File: config.mk
export PLATFORM = sky130hd
export DESIGN_NAME = cas_alarm_status
export DESIGN_NICKNAME = d
export VERILOG_FILES = /design/src/cas_pkg.sv /design/src/cas_alarm_status.sv /design/src/cas_clk_mon.sv /design/src/cas_parity.sv
export VERILOG_INCLUDE_DIRS = /design/src
export SDC_FILE = /design/constraint.sdc
export NUM_CORES = 1
export LEC_CHECK = 0
export BUFFER_PORTS_ARGS = -buffer_cell sky130_fd_sc_hd__buf_2
export CAP_MARGIN = 20
export CORE_ASPECT_RATIO = 1.25
export CORE_UTILIZATION = 29
export DETAILED_ROUTE_END_ITERATION = 7
export HOLD_SLACK_MARGIN = 0.1
export SLEW_MARGIN = 20
export SYNTH_ARGS = -nofsm -noshare
export SYNTH_HDL_FRONTEND = slang
export SYNTH_SLANG_ARGS = --single-unit
export TNS_END_PERCENT = 100
File: constraint.sdc
create_clock -name clk_sys -period 3.9 [get_ports clk_sys]
set_input_delay 0.39 -clock clk_sys [delete_from_list [all_inputs] [get_ports clk_sys]]
set_output_delay 0.39 -clock clk_sys [all_outputs]
set_load 0.01 [all_outputs]
File: src/cas_consts.svh
// constants of the converter alarm status block
`ifndef CAS_CONSTS_SVH
`define CAS_CONSTS_SVH

// register indexes, byte address is index times four
`define CAS_IDX_STATUS 6'h05
`define CAS_IDX_MASK 6'h07
`define CAS_IDX_CTRL 6'h10
`define CAS_IDX_PATTERN 6'h11

// reset values
`define CAS_MASK_RST 16'hFFFF
`define CAS_CTRL_RST 5'h00
`define CAS_PATTERN_RST 16'h0000
`define CAS_STATUS_RST 16'h0000

// bits that the alarm logic may own
`define CAS_USED_BITS 16'hBFBC
`define CAS_MIDSCALE 16'h8000

// status bit positions
`define CAS_B_ZERO 15
`define CAS_B_COLL 13
`define CAS_B_ONE 12
`define CAS_B_TWO 11
`define CAS_B_DACCLK 10
`define CAS_B_DATACLK 9
`define CAS_B_OUT 8
`define CAS_B_IOTEST 7
`define CAS_B_PLL 5
`define CAS_B_RPAR 4
`define CAS_B_FPAR 3
`define CAS_B_FRPAR 2

// clock-loss timeout
`define CAS_CLK_MHZ 100
`define CAS_GONE_NS 1000
`define CAS_GONE_CYC ((`CAS_GONE_NS * `CAS_CLK_MHZ) / 1000)
`define CAS_GONE_W 12

`endif

File: src/cas_pkg.sv
// types of the converter alarm status block
package cas_pkg;

  typedef struct packed {
    logic read;
    logic write;
    logic [7:0] address;
    logic [31:0] writedata;
  } cas_avs_req_s;

  typedef struct packed {
    logic halt_dacclk;
    logic halt_dataclk;
    logic halt_coll;
    logic frame_par;
    logic pat_mode;
  } cas_ctrl_s;

  typedef enum logic [1:0] {
    CAS_IDLE = 2'b01,
    CAS_ACK = 2'b10
  } cas_bus_e;

endpackage

File: src/cas_alarm_status.sv
// sticky alarm status register with output forcing and bus slave
//
// Design decision made here: the Avalon-MM register port.
`include "cas_consts.svh"

module cas_alarm_status (
  input wire logic clk_sys, // system clock
  input wire logic reset, // synchronous reset
  input wire cas_pkg::cas_avs_req_s avs_req, // avalon request
  output logic [31:0] avs_readdata, // avalon read data
  output logic avs_waitrequest, // avalon wait
  input wire logic conv_clk, // conversion clock pin
  input wire logic data_clk, // input data clock pin
  input wire logic [15:0] data_pins, // input data bus
  input wire logic parity_pin, // parity bit pin
  input wire logic frame_pin, // frame strobe pin
  input wire logic [7:0] fifo_wptr, // one-hot write pointer
  input wire logic [7:0] fifo_rptr, // one-hot read pointer
  input wire logic pll_locked, // pll lock pin
  input wire logic [63:0] proc_data, // processed samples
  output logic [63:0] dac_out, // samples to converter
  output logic alarm_out // unmasked alarm present
);
  import cas_pkg::*;

  ////////////////////////////////////////////////////////////
  // helpers

  function automatic logic [2:0] onehot_idx(input logic [7:0] v);
    logic [2:0] idx;
    idx = 3'h0;
    for (int i = 0; i < 8; i++) begin
      if (v[i]) begin
        idx = 3'(i);
      end
    end
    return idx;
  endfunction

  function automatic logic [2:0] dist_code(input logic [2:0] d);
    logic [2:0] c;
    c = 3'h0;
    if (d == 3'h0) begin
      c = 3'h4;
    end else if (d == 3'h1 || d == 3'h7) begin
      c = 3'h2;
    end else if (d == 3'h2 || d == 3'h6) begin
      c = 3'h1;
    end
    return c;
  endfunction

  ////////////////////////////////////////////////////////////
  // registers and state

  logic [15:0] status;
  logic [15:0] mask;
  logic [15:0] pattern;
  cas_ctrl_s ctrl;
  cas_bus_e state;
  logic [15:0] data_s1;
  logic [15:0] data_s2;
  logic [1:0] par_s;
  logic [1:0] frame_s;
  logic [1:0] pll_s;
  logic iotest_err;

  ////////////////////////////////////////////////////////////
  // pin sampling

  // data and clock pass equal sync depth, so the data stays
  // aligned with the detected edge; needs data stable about
  // one clk_sys cycle (10 ns) around each data clock edge
  always_ff @(posedge clk_sys) begin
    data_s1 <= data_pins;
    data_s2 <= data_s1;
    par_s <= {par_s[0], parity_pin};
    frame_s <= {frame_s[0], frame_pin};
    pll_s <= {pll_s[0], pll_locked};
  end

  logic dclk_rise;
  logic dclk_fall;
  logic dclk_gone;
  logic cclk_gone;

  cas_clk_mon u_data_mon (
    .clk_sys(clk_sys),
    .reset(reset),
    .clk_pin(data_clk),
    .rise(dclk_rise),
    .fall(dclk_fall),
    .gone(dclk_gone)
  );

  cas_clk_mon u_conv_mon (
    .clk_sys(clk_sys),
    .reset(reset),
    .clk_pin(conv_clk),
    .rise(),
    .fall(),
    .gone(cclk_gone)
  );

  ////////////////////////////////////////////////////////////
  // parity and pattern checks

  logic rpar_err;
  logic fpar_err;
  logic frpar_err;
  wire frame_strobe = dclk_rise & ctrl.frame_par;

  cas_parity u_rpar (
    .clk_sys(clk_sys),
    .reset(reset),
    .strobe(dclk_rise),
    .data(data_s2),
    .par(par_s[1]),
    .err(rpar_err)
  );

  cas_parity u_fpar (
    .clk_sys(clk_sys),
    .reset(reset),
    .strobe(dclk_fall),
    .data(data_s2),
    .par(par_s[1]),
    .err(fpar_err)
  );

  cas_parity u_frpar (
    .clk_sys(clk_sys),
    .reset(reset),
    .strobe(frame_strobe),
    .data(data_s2),
    .par(frame_s[1]),
    .err(frpar_err)
  );

  wire data_strobe = dclk_rise | dclk_fall;
  wire pat_miss = data_strobe & (data_s2 != pattern);

  always_ff @(posedge clk_sys) begin
    if (reset) begin
      iotest_err <= 1'b0;
    end else begin
      iotest_err <= ctrl.pat_mode & pat_miss;
    end
  end

  ////////////////////////////////////////////////////////////
  // alarm events

  wire [2:0] w_idx = onehot_idx(fifo_wptr);
  wire [2:0] r_idx = onehot_idx(fifo_rptr);
  wire ptr_zero = (fifo_wptr == 8'h00);
  wire [2:0] fifo_code = dist_code(3'(w_idx - r_idx));
  wire [2:0] fifo_ev = ptr_zero ? 3'h0 : fifo_code;
  wire pll_lost = ~pll_s[1];
  logic out_cause;

  logic [15:0] ev_raw;
  always_comb begin
    ev_raw = 16'h0000;
    ev_raw[`CAS_B_ZERO] = ptr_zero;
    ev_raw[`CAS_B_COLL] = fifo_ev[2];
    ev_raw[`CAS_B_ONE] = fifo_ev[1];
    ev_raw[`CAS_B_TWO] = fifo_ev[0];
    ev_raw[`CAS_B_DACCLK] = cclk_gone;
    ev_raw[`CAS_B_DATACLK] = dclk_gone;
    ev_raw[`CAS_B_OUT] = out_cause;
    ev_raw[`CAS_B_PLL] = pll_lost;
    ev_raw[`CAS_B_RPAR] = rpar_err;
    ev_raw[`CAS_B_FPAR] = fpar_err;
    ev_raw[`CAS_B_FRPAR] = frpar_err;
  end

  // pattern mode: the live checks see test data, so they are held off
  wire [15:0] ev_mode = ctrl.pat_mode ? 16'h0000 : ev_raw;
  wire [15:0] ev_iot = {8'h00, iotest_err, 7'h00};
  wire [15:0] events = (ev_mode | ev_iot) & `CAS_USED_BITS;

  ////////////////////////////////////////////////////////////
  // bus slave

  wire [5:0] idx = avs_req.address[7:2];
  wire req = avs_req.read | avs_req.write;
  wire hit_status = (idx == `CAS_IDX_STATUS);
  wire hit_mask = (idx == `CAS_IDX_MASK);
  wire hit_ctrl = (idx == `CAS_IDX_CTRL);
  wire hit_pat = (idx == `CAS_IDX_PATTERN);
  wire wr_now = (state == CAS_ACK) & avs_req.write;
  wire [15:0] wdata = avs_req.writedata[15:0];
  wire [15:0] clr = (wr_now & hit_status)
    ? (wdata & `CAS_USED_BITS) : 16'h0000;

  wire [15:0] rd_mux = hit_status ? status
    : hit_mask ? mask
    : hit_ctrl ? {11'h000, ctrl}
    : hit_pat ? pattern
    : 16'h0000;

  // one wait cycle; write lands at the edge that ends the following ack cycle, one edge after the wait ends
  assign avs_waitrequest = req & (state == CAS_IDLE);

  always_ff @(posedge clk_sys) begin
    if (reset) begin
      state <= CAS_IDLE;
    end else begin
      unique case (state)
        CAS_IDLE: begin
          if (req) begin
            state <= CAS_ACK;
          end
        end
        CAS_ACK: begin
          state <= CAS_IDLE;
        end
      endcase
    end
  end

  always_ff @(posedge clk_sys) begin
    if (reset) begin
      avs_readdata <= 32'h00000000;
    end else if (state == CAS_IDLE && avs_req.read) begin
      avs_readdata <= {16'h0000, rd_mux};
    end
  end

  always_ff @(posedge clk_sys) begin
    if (reset) begin
      mask <= `CAS_MASK_RST;
      ctrl <= cas_ctrl_s'(`CAS_CTRL_RST);
      pattern <= `CAS_PATTERN_RST;
    end else if (wr_now) begin
      if (hit_mask) begin
        mask <= wdata;
      end
      if (hit_ctrl) begin
        ctrl <= cas_ctrl_s'(wdata[4:0]);
      end
      if (hit_pat) begin
        pattern <= wdata;
      end
    end
  end

  ////////////////////////////////////////////////////////////
  // sticky status, set wins over clear

  // reset only empties the bits; live faults refill them at once
  // a cause bit cleared in this very write must not keep the forced bit alive
  wire [15:0] kept = status & ~clr;
  assign out_cause = kept[`CAS_B_DACCLK] | kept[`CAS_B_DATACLK]
    | kept[`CAS_B_COLL] | cclk_gone | dclk_gone | fifo_ev[2];
  wire [15:0] next_status = kept | events;

  always_ff @(posedge clk_sys) begin
    if (reset) begin
      status <= `CAS_STATUS_RST;
    end else begin
      status <= next_status;
    end
  end

  ////////////////////////////////////////////////////////////
  // outputs

  wire force_mid = status[`CAS_B_OUT] & (
    (status[`CAS_B_DACCLK] & ctrl.halt_dacclk)
    | (status[`CAS_B_DATACLK] & ctrl.halt_dataclk)
    | (status[`CAS_B_COLL] & ctrl.halt_coll));

  always_ff @(posedge clk_sys) begin
    if (reset) begin
      dac_out <= {4{`CAS_MIDSCALE}};
    end else if (force_mid) begin
      dac_out <= {4{`CAS_MIDSCALE}};
    end else begin
      dac_out <= proc_data;
    end
  end

  assign alarm_out = |(status & ~mask);

  wire [15:0] st_other = status & 16'hFF7F;
  wire no_clr = (clr == 16'h0000);
endmodule

File: src/cas_clk_mon.sv
// clock pin sampler: edge pulses and loss detection
`include "cas_consts.svh"

module cas_clk_mon (
  input wire logic clk_sys, // system clock
  input wire logic reset, // synchronous reset
  input wire logic clk_pin, // watched clock pin
  output logic rise, // one-cycle rising edge pulse
  output logic fall, // one-cycle falling edge pulse
  output logic gone // no edge within the timeout
);
  logic sync1;
  logic sync2;
  logic last;
  logic [`CAS_GONE_W-1:0] idle_cnt;
  wire [`CAS_GONE_W-1:0] gone_lim = `CAS_GONE_W'(`CAS_GONE_CYC);
  wire edge_seen = sync2 ^ last;

  always_ff @(posedge clk_sys) begin
    sync1 <= clk_pin;
    sync2 <= sync1;
    last <= sync2;
  end

  // saturating counter, so a stopped clock keeps the loss level
  always_ff @(posedge clk_sys) begin
    if (reset || edge_seen) begin
      idle_cnt <= '0;
    end else if (idle_cnt != gone_lim) begin
      idle_cnt <= idle_cnt + `CAS_GONE_W'(1);
    end
  end

  assign rise = sync2 & ~last;
  assign fall = ~sync2 & last;
  assign gone = (idle_cnt == gone_lim);
endmodule

File: src/cas_parity.sv
// even parity checker on one captured word
module cas_parity (
  input wire logic clk_sys, // system clock
  input wire logic reset, // synchronous reset
  input wire logic strobe, // word valid this cycle
  input wire logic [15:0] data, // captured word
  input wire logic par, // parity bit with the word
  output logic err // one-cycle parity error pulse
);
  always_ff @(posedge clk_sys) begin
    if (reset) begin
      err <= 1'b0;
    end else begin
      err <= strobe & (^{data, par});
    end
  end
endmodule

Word-level counts from Yosys, hierarchy flattened
Cells that the tools add are included.
- equality and inequality tests: 16
- bitwise logic cells: 35
- shift-type cells: 0
- div/mod/pow operators: 0
- reductions and logical operators: 14
- muxes and demuxes: 26
- multipliers: 0
- order comparisons: 0
- $add $sub $neg: 3
- operators by type and width (cell ; number):
    $mux 16 ; 6
    $mux 3 ; 13
    $reduce_xor 17->1 ; 2
    $and 16x16->16 ; 2
    $not 16->16 ; 2
    $add 12x1->12 const B ; 2
    $eq 12x7->1 const B ; 2
    $ne 12x7->1 const B ; 2
    $ne 16x16->1 ; 1
    $or 16x16->16 ; 1
    $or 16x8->16 ; 1
    $reduce_or 16->1 ; 1
    $and 1x1->1 ; 15
    $eq 6x3->1 const B ; 2
    $eq 6x5->1 const B ; 2
    $or 1x1->1 ; 9
    $logic_not 8->1 ; 1
    $eq 3x3->1 const B ; 2
    $mux 2 ; 3
    $reduce_and 2->1 ; 3
    $logic_or 1x1->1 ; 4
    $pmux 2 s2 ; 1
    $eq 3x1->1 const B ; 1
    $eq 3x2->1 const B ; 1
    10 further kinds ; 15
- memories kept: 0
- memory bits (read-only): 0
- bits in latches: 0
- register bits after elaboration: 207
- logic and storage cells: 122
- bits in writable memories: 0

Logic depth before layout (Yosys ltp)
- word-level depth: 18
- gate-level depth with buffers: 11
- gate-level depth less buffers: 11

Cells and area by module
From an unflattened synthesis, not the netlist that was laid out.
- cells, all modules: 783
- area total of the unflattened synthesis: 8023.9 um2
- by module, submodules not included (module ; area each (um2) ; times used ; cells each ; seq. area each (um2)):
    cas_alarm_status ; 6012.0 ; 1 ; 572 ; 3403.3
    cas_clk_mon ; 713.2 ; 2 ; 80 ; 300.3
    cas_parity ; 195.2 ; 3 ; 17 ; 20.0

Worst setup path after synthesis
Ideal clock, no wire load.
- kind: input port to flip-flop
- from: input port fifo_rptr[2]
- to: register status[12]
- path buffers: 0
- cell stages on the path: 11
- arrival time: 1980 ps
- slack: 1792 ps
- path through: inv_1 -> a21oi_1 -> nor2_1 -> nor2_1 -> o21bai_1 -> ha_1 -> fa_1 -> xnor3_1 -> xnor2_1 -> a32oi_1 -> nor2_1
- longest elaborated chain between the ends: 15
- RTL lines (element ; RTL line ; RTL):
    start, declared ; cas_alarm_status.sv:18 ; input wire logic [7:0] fifo_rptr,
    $mux 3 * (6 in a row) ; cas_alarm_status.sv:33 ; if (v[i]) begin
    $sub 3x3->3 * ; cas_alarm_status.sv:157 ; wire [2:0] fifo_code = dist_code(3'(w_idx - r_idx));
    $eq 3x1->1 or $eq 3x3->1 (tied branches) ; cas_alarm_status.sv:45 ; end else if (d == 3'h1 || d == 3'h7) begin
    $logic_or 1x1->1 ; cas_alarm_status.sv:45 ;
    $mux 2 ; cas_alarm_status.sv:45 ;
    $mux 3 * ; cas_alarm_status.sv:43 ; if (d == 3'h0) begin
    $mux 3 * ; cas_alarm_status.sv:158 ; wire [2:0] fifo_ev = ptr_zero ? 3'h0 : fifo_code;
    $mux 16 * ; cas_alarm_status.sv:179 ; wire [15:0] ev_mode = ctrl.pat_mode ? 16'h0000 : ev_raw;
    $or 16x8->16 * ; cas_alarm_status.sv:181 ; wire [15:0] events = (ev_mode | ev_iot) & `CAS_USED_BITS;
    $or 16x16->16 * ; cas_alarm_status.sv:257 ; wire [15:0] next_status = kept | events;
    end signal, assigned ; cas_alarm_status.sv:261 ; status <= `CAS_STATUS_RST;
    end signal, assigned ; cas_alarm_status.sv:263 ; status <= next_status;
    end, declared ; cas_alarm_status.sv:56 ; logic [15:0] status;
Mark *: on every way between the ends. The rest lies on a longest branch, timed or not.
A chain may end at the register's enable or synchronous reset.

Final worst setup path
- from: register state[0]
- to: register status[8]
- longest elaborated chain between the ends: 14
- RTL lines (element ; RTL line ; RTL):
    start, declared ; cas_alarm_status.sv:60 ; cas_bus_e state;
    start signal, assigned ; cas_alarm_status.sv:208 ; state <= CAS_IDLE;
    start signal, assigned ; cas_alarm_status.sv:213 ; state <= CAS_ACK;
    start signal, assigned ; cas_alarm_status.sv:217 ; state <= CAS_IDLE;
    $eq 2x2->1 * ; cas_alarm_status.sv:192 ; wire wr_now = (state == CAS_ACK) & avs_req.write;
    $and 1x1->1 * ; cas_alarm_status.sv:192 ;
    $and 1x1->1 * ; cas_alarm_status.sv:194 ; wire [15:0] clr = (wr_now & hit_status)
    $mux 16 * ; cas_alarm_status.sv:194 ;
    $not 16->16 * ; cas_alarm_status.sv:254 ; wire [15:0] kept = status & ~clr;
    $and 16x16->16 * ; cas_alarm_status.sv:254 ;
    $or 1x1->1 (5 in a row) ; cas_alarm_status.sv:255 ; assign out_cause = kept[`CAS_B_DACCLK] | kept[`CAS_B_DATACLK]
    $mux 16 ; cas_alarm_status.sv:179 ;
    $or 16x8->16 ; cas_alarm_status.sv:181 ;
    $or 16x16->16 * ; cas_alarm_status.sv:257 ;
Marks and branches as above.

==> results.py <==
metrics = {
    "status": {
        "outcome": "finished clean",
    },
    "cts": {
        "post_cts_resized": 0,
        "cts_made_buffers": 22,
        "cts_root_buf": "clkbuf_16",
        "cts_buffer_depth": 3,
        "hold_buffers": 83,
        "cts_tree": "done",
        "clkTransAtPathRegs_ns": 0.07,
        "clock_sinks": 203,
        "cts_setup_buffers": 0,
        "htree_levels": 1,
        "clock_latency_ns": 0.52,
    },
    "sta": {
        "final-setup-viol-count": 0,
        "finClkSkew_ns": 0.0249,
        "hold_viol": 0,
        "fmax_ghz": 0.473,
        "fin_setup_tns_ns": 0,
        "drv_slew": 0,
        "rsz0062_at_grt": "false",
        "tightestPinTransition_ns": 0.763,
        "fin_crit_sh_pct": 54.2,
        "max_slew_margin_pct": 49.0,
        "fin_crit_ns": 2.12,
    },
    "global_route": {
        "antenna_found_initial": 1,
        "grt_overflow": 0,
        "grt_pass1_vias": 6341,
        "grt_max_degree": 48,
        "grt_pass1_wl_mm": 32.4,
        "grt_usage_pct": 15.3,
    },
    "worst_setup_path": {
        "crit_type": "reg -> reg",
        "critPathLaunch": "state[0]$_SDFFE_PP1P_",
        "crit_fanout": 11,
        "cp-end-kind": "flop",
        "r2r_start": "state[0]$_SDFFE_PP1P_",
        "crit_path_start_kind": "flop",
        "worst_ep_required_time_ns": 4.29,
        "critical_path_arrival_ns": 2.51,
    },
    "layout": {
        "drive_gt1_share_pct": 24.0,
        "diodes": 0,
        "layoutNonFillerInstCount": 1396,
        "post-route-util_pct": 41.0,
        "fill_cells": 2466,
        "syn_to_final_growth_pct": 39.1,
        "stdcell_area_um2": 10300,
        "nNetsFinal": 1198,
    },
    "floorplan": {
        "die_y_um": 181,
        "dieArea_um2": 26300,
        "core_um2": 25200,
        "num_rows": 65,
        "initial_core_util_pct": 29.5,
        "die-width_um": 145,
        "io_pins": 243,
    },
    "pwr": {
        "p_clk_share_pct": 46.2,
        "p_comb_share_pct": 9.0,
        "internal_power_w": 0.00379,
        "power.switching_w": 0.00113,
        "swShare_pct": 22.9,
        "leakage_nw": 4.53,
        "powerDensity_nw_per_um2": 476,
        "max-vdd-ir-drop_mv": 0.310,
        "power_frac_seq_pct": 44.7,
    },
    "yosys": {
        "synth_cell_types": 49,
        "syn_area_um2": 7430,
        "yosysTopAreaCellShare_pct": 54.7,
        "ys_ff_latch": 203,
        "synth_edf_count": 0,
        "yosys.area.top_type": "dfxtp_1",
        "postSynthCellCount": 761,
        "yosys_warnings": 0,
        "synth_area_leaders": "dfxtp_1 55%, and2_1 5.4%, xnor2_1 4.8%",
        "avgSynthCellArea_um2": 9.76,
        "ys_async_sr_fraction_pct": 0,
        "synth_seq_area_share_pct": 54.7,
        "synthFlopType": "dfxtp_1",
    },
    "placed_design": {
        "dpl_cell_area_um2": 8700,
        "io_buffers": 207,
        "hpwl_mm": 13.8,
        "dp_cells": 1273,
        "gp_congestion": 0.819,
    },
    "job": {
        "drv_cap": 0,
    },
    "route": {
        "drtAntennaViolNets": 0,
        "vias_per_cell": 4.44,
        "drt_first_pass_iters": 4,
        "drtIter0Drc": 230,
        "wl_mm": 20.2,
        "routedWlPerCell_um": 14.5,
        "vias": 6205,
        "drc": 0,
    },
    "hold_path": {
        "min_path_type": "in -> reg",
        "min_from": "avs_req[7]",
    },
}
[cell usage after synthesis (3+ instances only)]
cell type    n
nor2b_1      8
nand2b_1    11
nand3b_1    24
dfxtp_1    203
and3_1      11
a21oi_1     32
and4_1       3
xor2_1      11
nor4_1       6
nor3_1      10
nor2_1      69
xnor2_1     41
a221oi_1    15
o31ai_1      7
nand4_1      6
o21bai_1     3
ha_1         7
nand2_1     77
inv_1       26
mux2i_1     14
clkbuf_1    21
o22ai_1      3
buf_2        7
buf_4       21
nand3_1     27
and2_1      64
a211oi_1     6
[stage by stage]
step	total power (W)	setup WS, ns	hold slack (ns)
finish	0.00492	1.78	0.130
global route	0.00513	1.64	0.119
CTS	0.00498	1.77	0.107
detailed placement	0.00263	1.31	0.312
global placement	0.00262	1.32	0.313
floorplan	0.00246	1.79	0.310
[critical path, stage by stage (launching register included)]
cell and delay (ns):
dfxtp_1 0.32, and3b_1 0.56, and3_1 0.60, a21o_1 0.25, a41o_1 0.17, a31oi_1 0.08
[placed cells by master, fill, tap and decap left out, drive strengths merged, types with 24 or more instances in the layout]
cell         instances
a21oi               33
xnor2               41
inv                 26
nand3b              24
nand2               77
nor2                69
buf                213
dlygate4sd3         83
dfxtp              203
and2                64
nand3               27
clkbuf              26
[layout make-up]
cell class	instances	area [um2]	share of cell area (%)
sequential	203	4060	39.3
multi-input combinational	496	3040	29.4
timing repair buffer	296	1910	18.5
clock buffer	26	576	5.57
tap	335	419	4.06
clock inverter	14	229	2.22
inverter	26	97.6	0.944
[metal layers]
metal  GRT usage [%]  wire, um  up-vias
met5               0        13        -
met4            4.80       451        2
met3            4.02      1620       32
met2            27.1      9780      240
met1            17.9      8310     2863
li1                -         -     3068
[power by group through the flow]
stage / logic [W] / clock network [W] / registers [W]
global route: 0.000485 / 0.00244 / 0.00221
global placement: 0.000376 / 0 / 0.00224
finish: 0.000444 / 0.00227 / 0.00220
detailed placement: 0.000379 / 0 / 0.00225
CTS: 0.000444 / 0.00234 / 0.00220
floorplan: 0.000204 / 0 / 0.00226
[worst paths after layout]
path,to,slack [ns],depth (start not counted)
max,status[8]$_SDFF_PP0_,1.78,5
max reg2reg,status[8]$_SDFF_PP0_,1.78,5
min,mask[7]$_SDFFE_PP1P_,0.13,3
min reg2reg,u_data_mon.sync2$_DFF_P_,0.31,0
[kinds of logic after synthesis]
family | synth area share, %
other | 0.0505
and+or+nand+nor | 22.7
adders and majority gates | 1.45
muxes | 1.89
xor gates and xnor gates | 6.43
AOI/OAI and AO/OA | 7.50
buffers and inverters | 5.27
DFF | 54.7
[state kept, by name, indices dropped and copies added, names as in the netlist, 2 cells and up]
register and flops:
avs_readdata 16, mask 16, par_s 2, frame_s 2, pattern 16, data_s2 16
state 2, dac_out 64, status 12, data_s1 16, pll_s 2, u_conv_mon.idle_cnt 12
u_data_mon.idle_cnt 12, ctrl 5
Power figures use the tool's default switching activity.
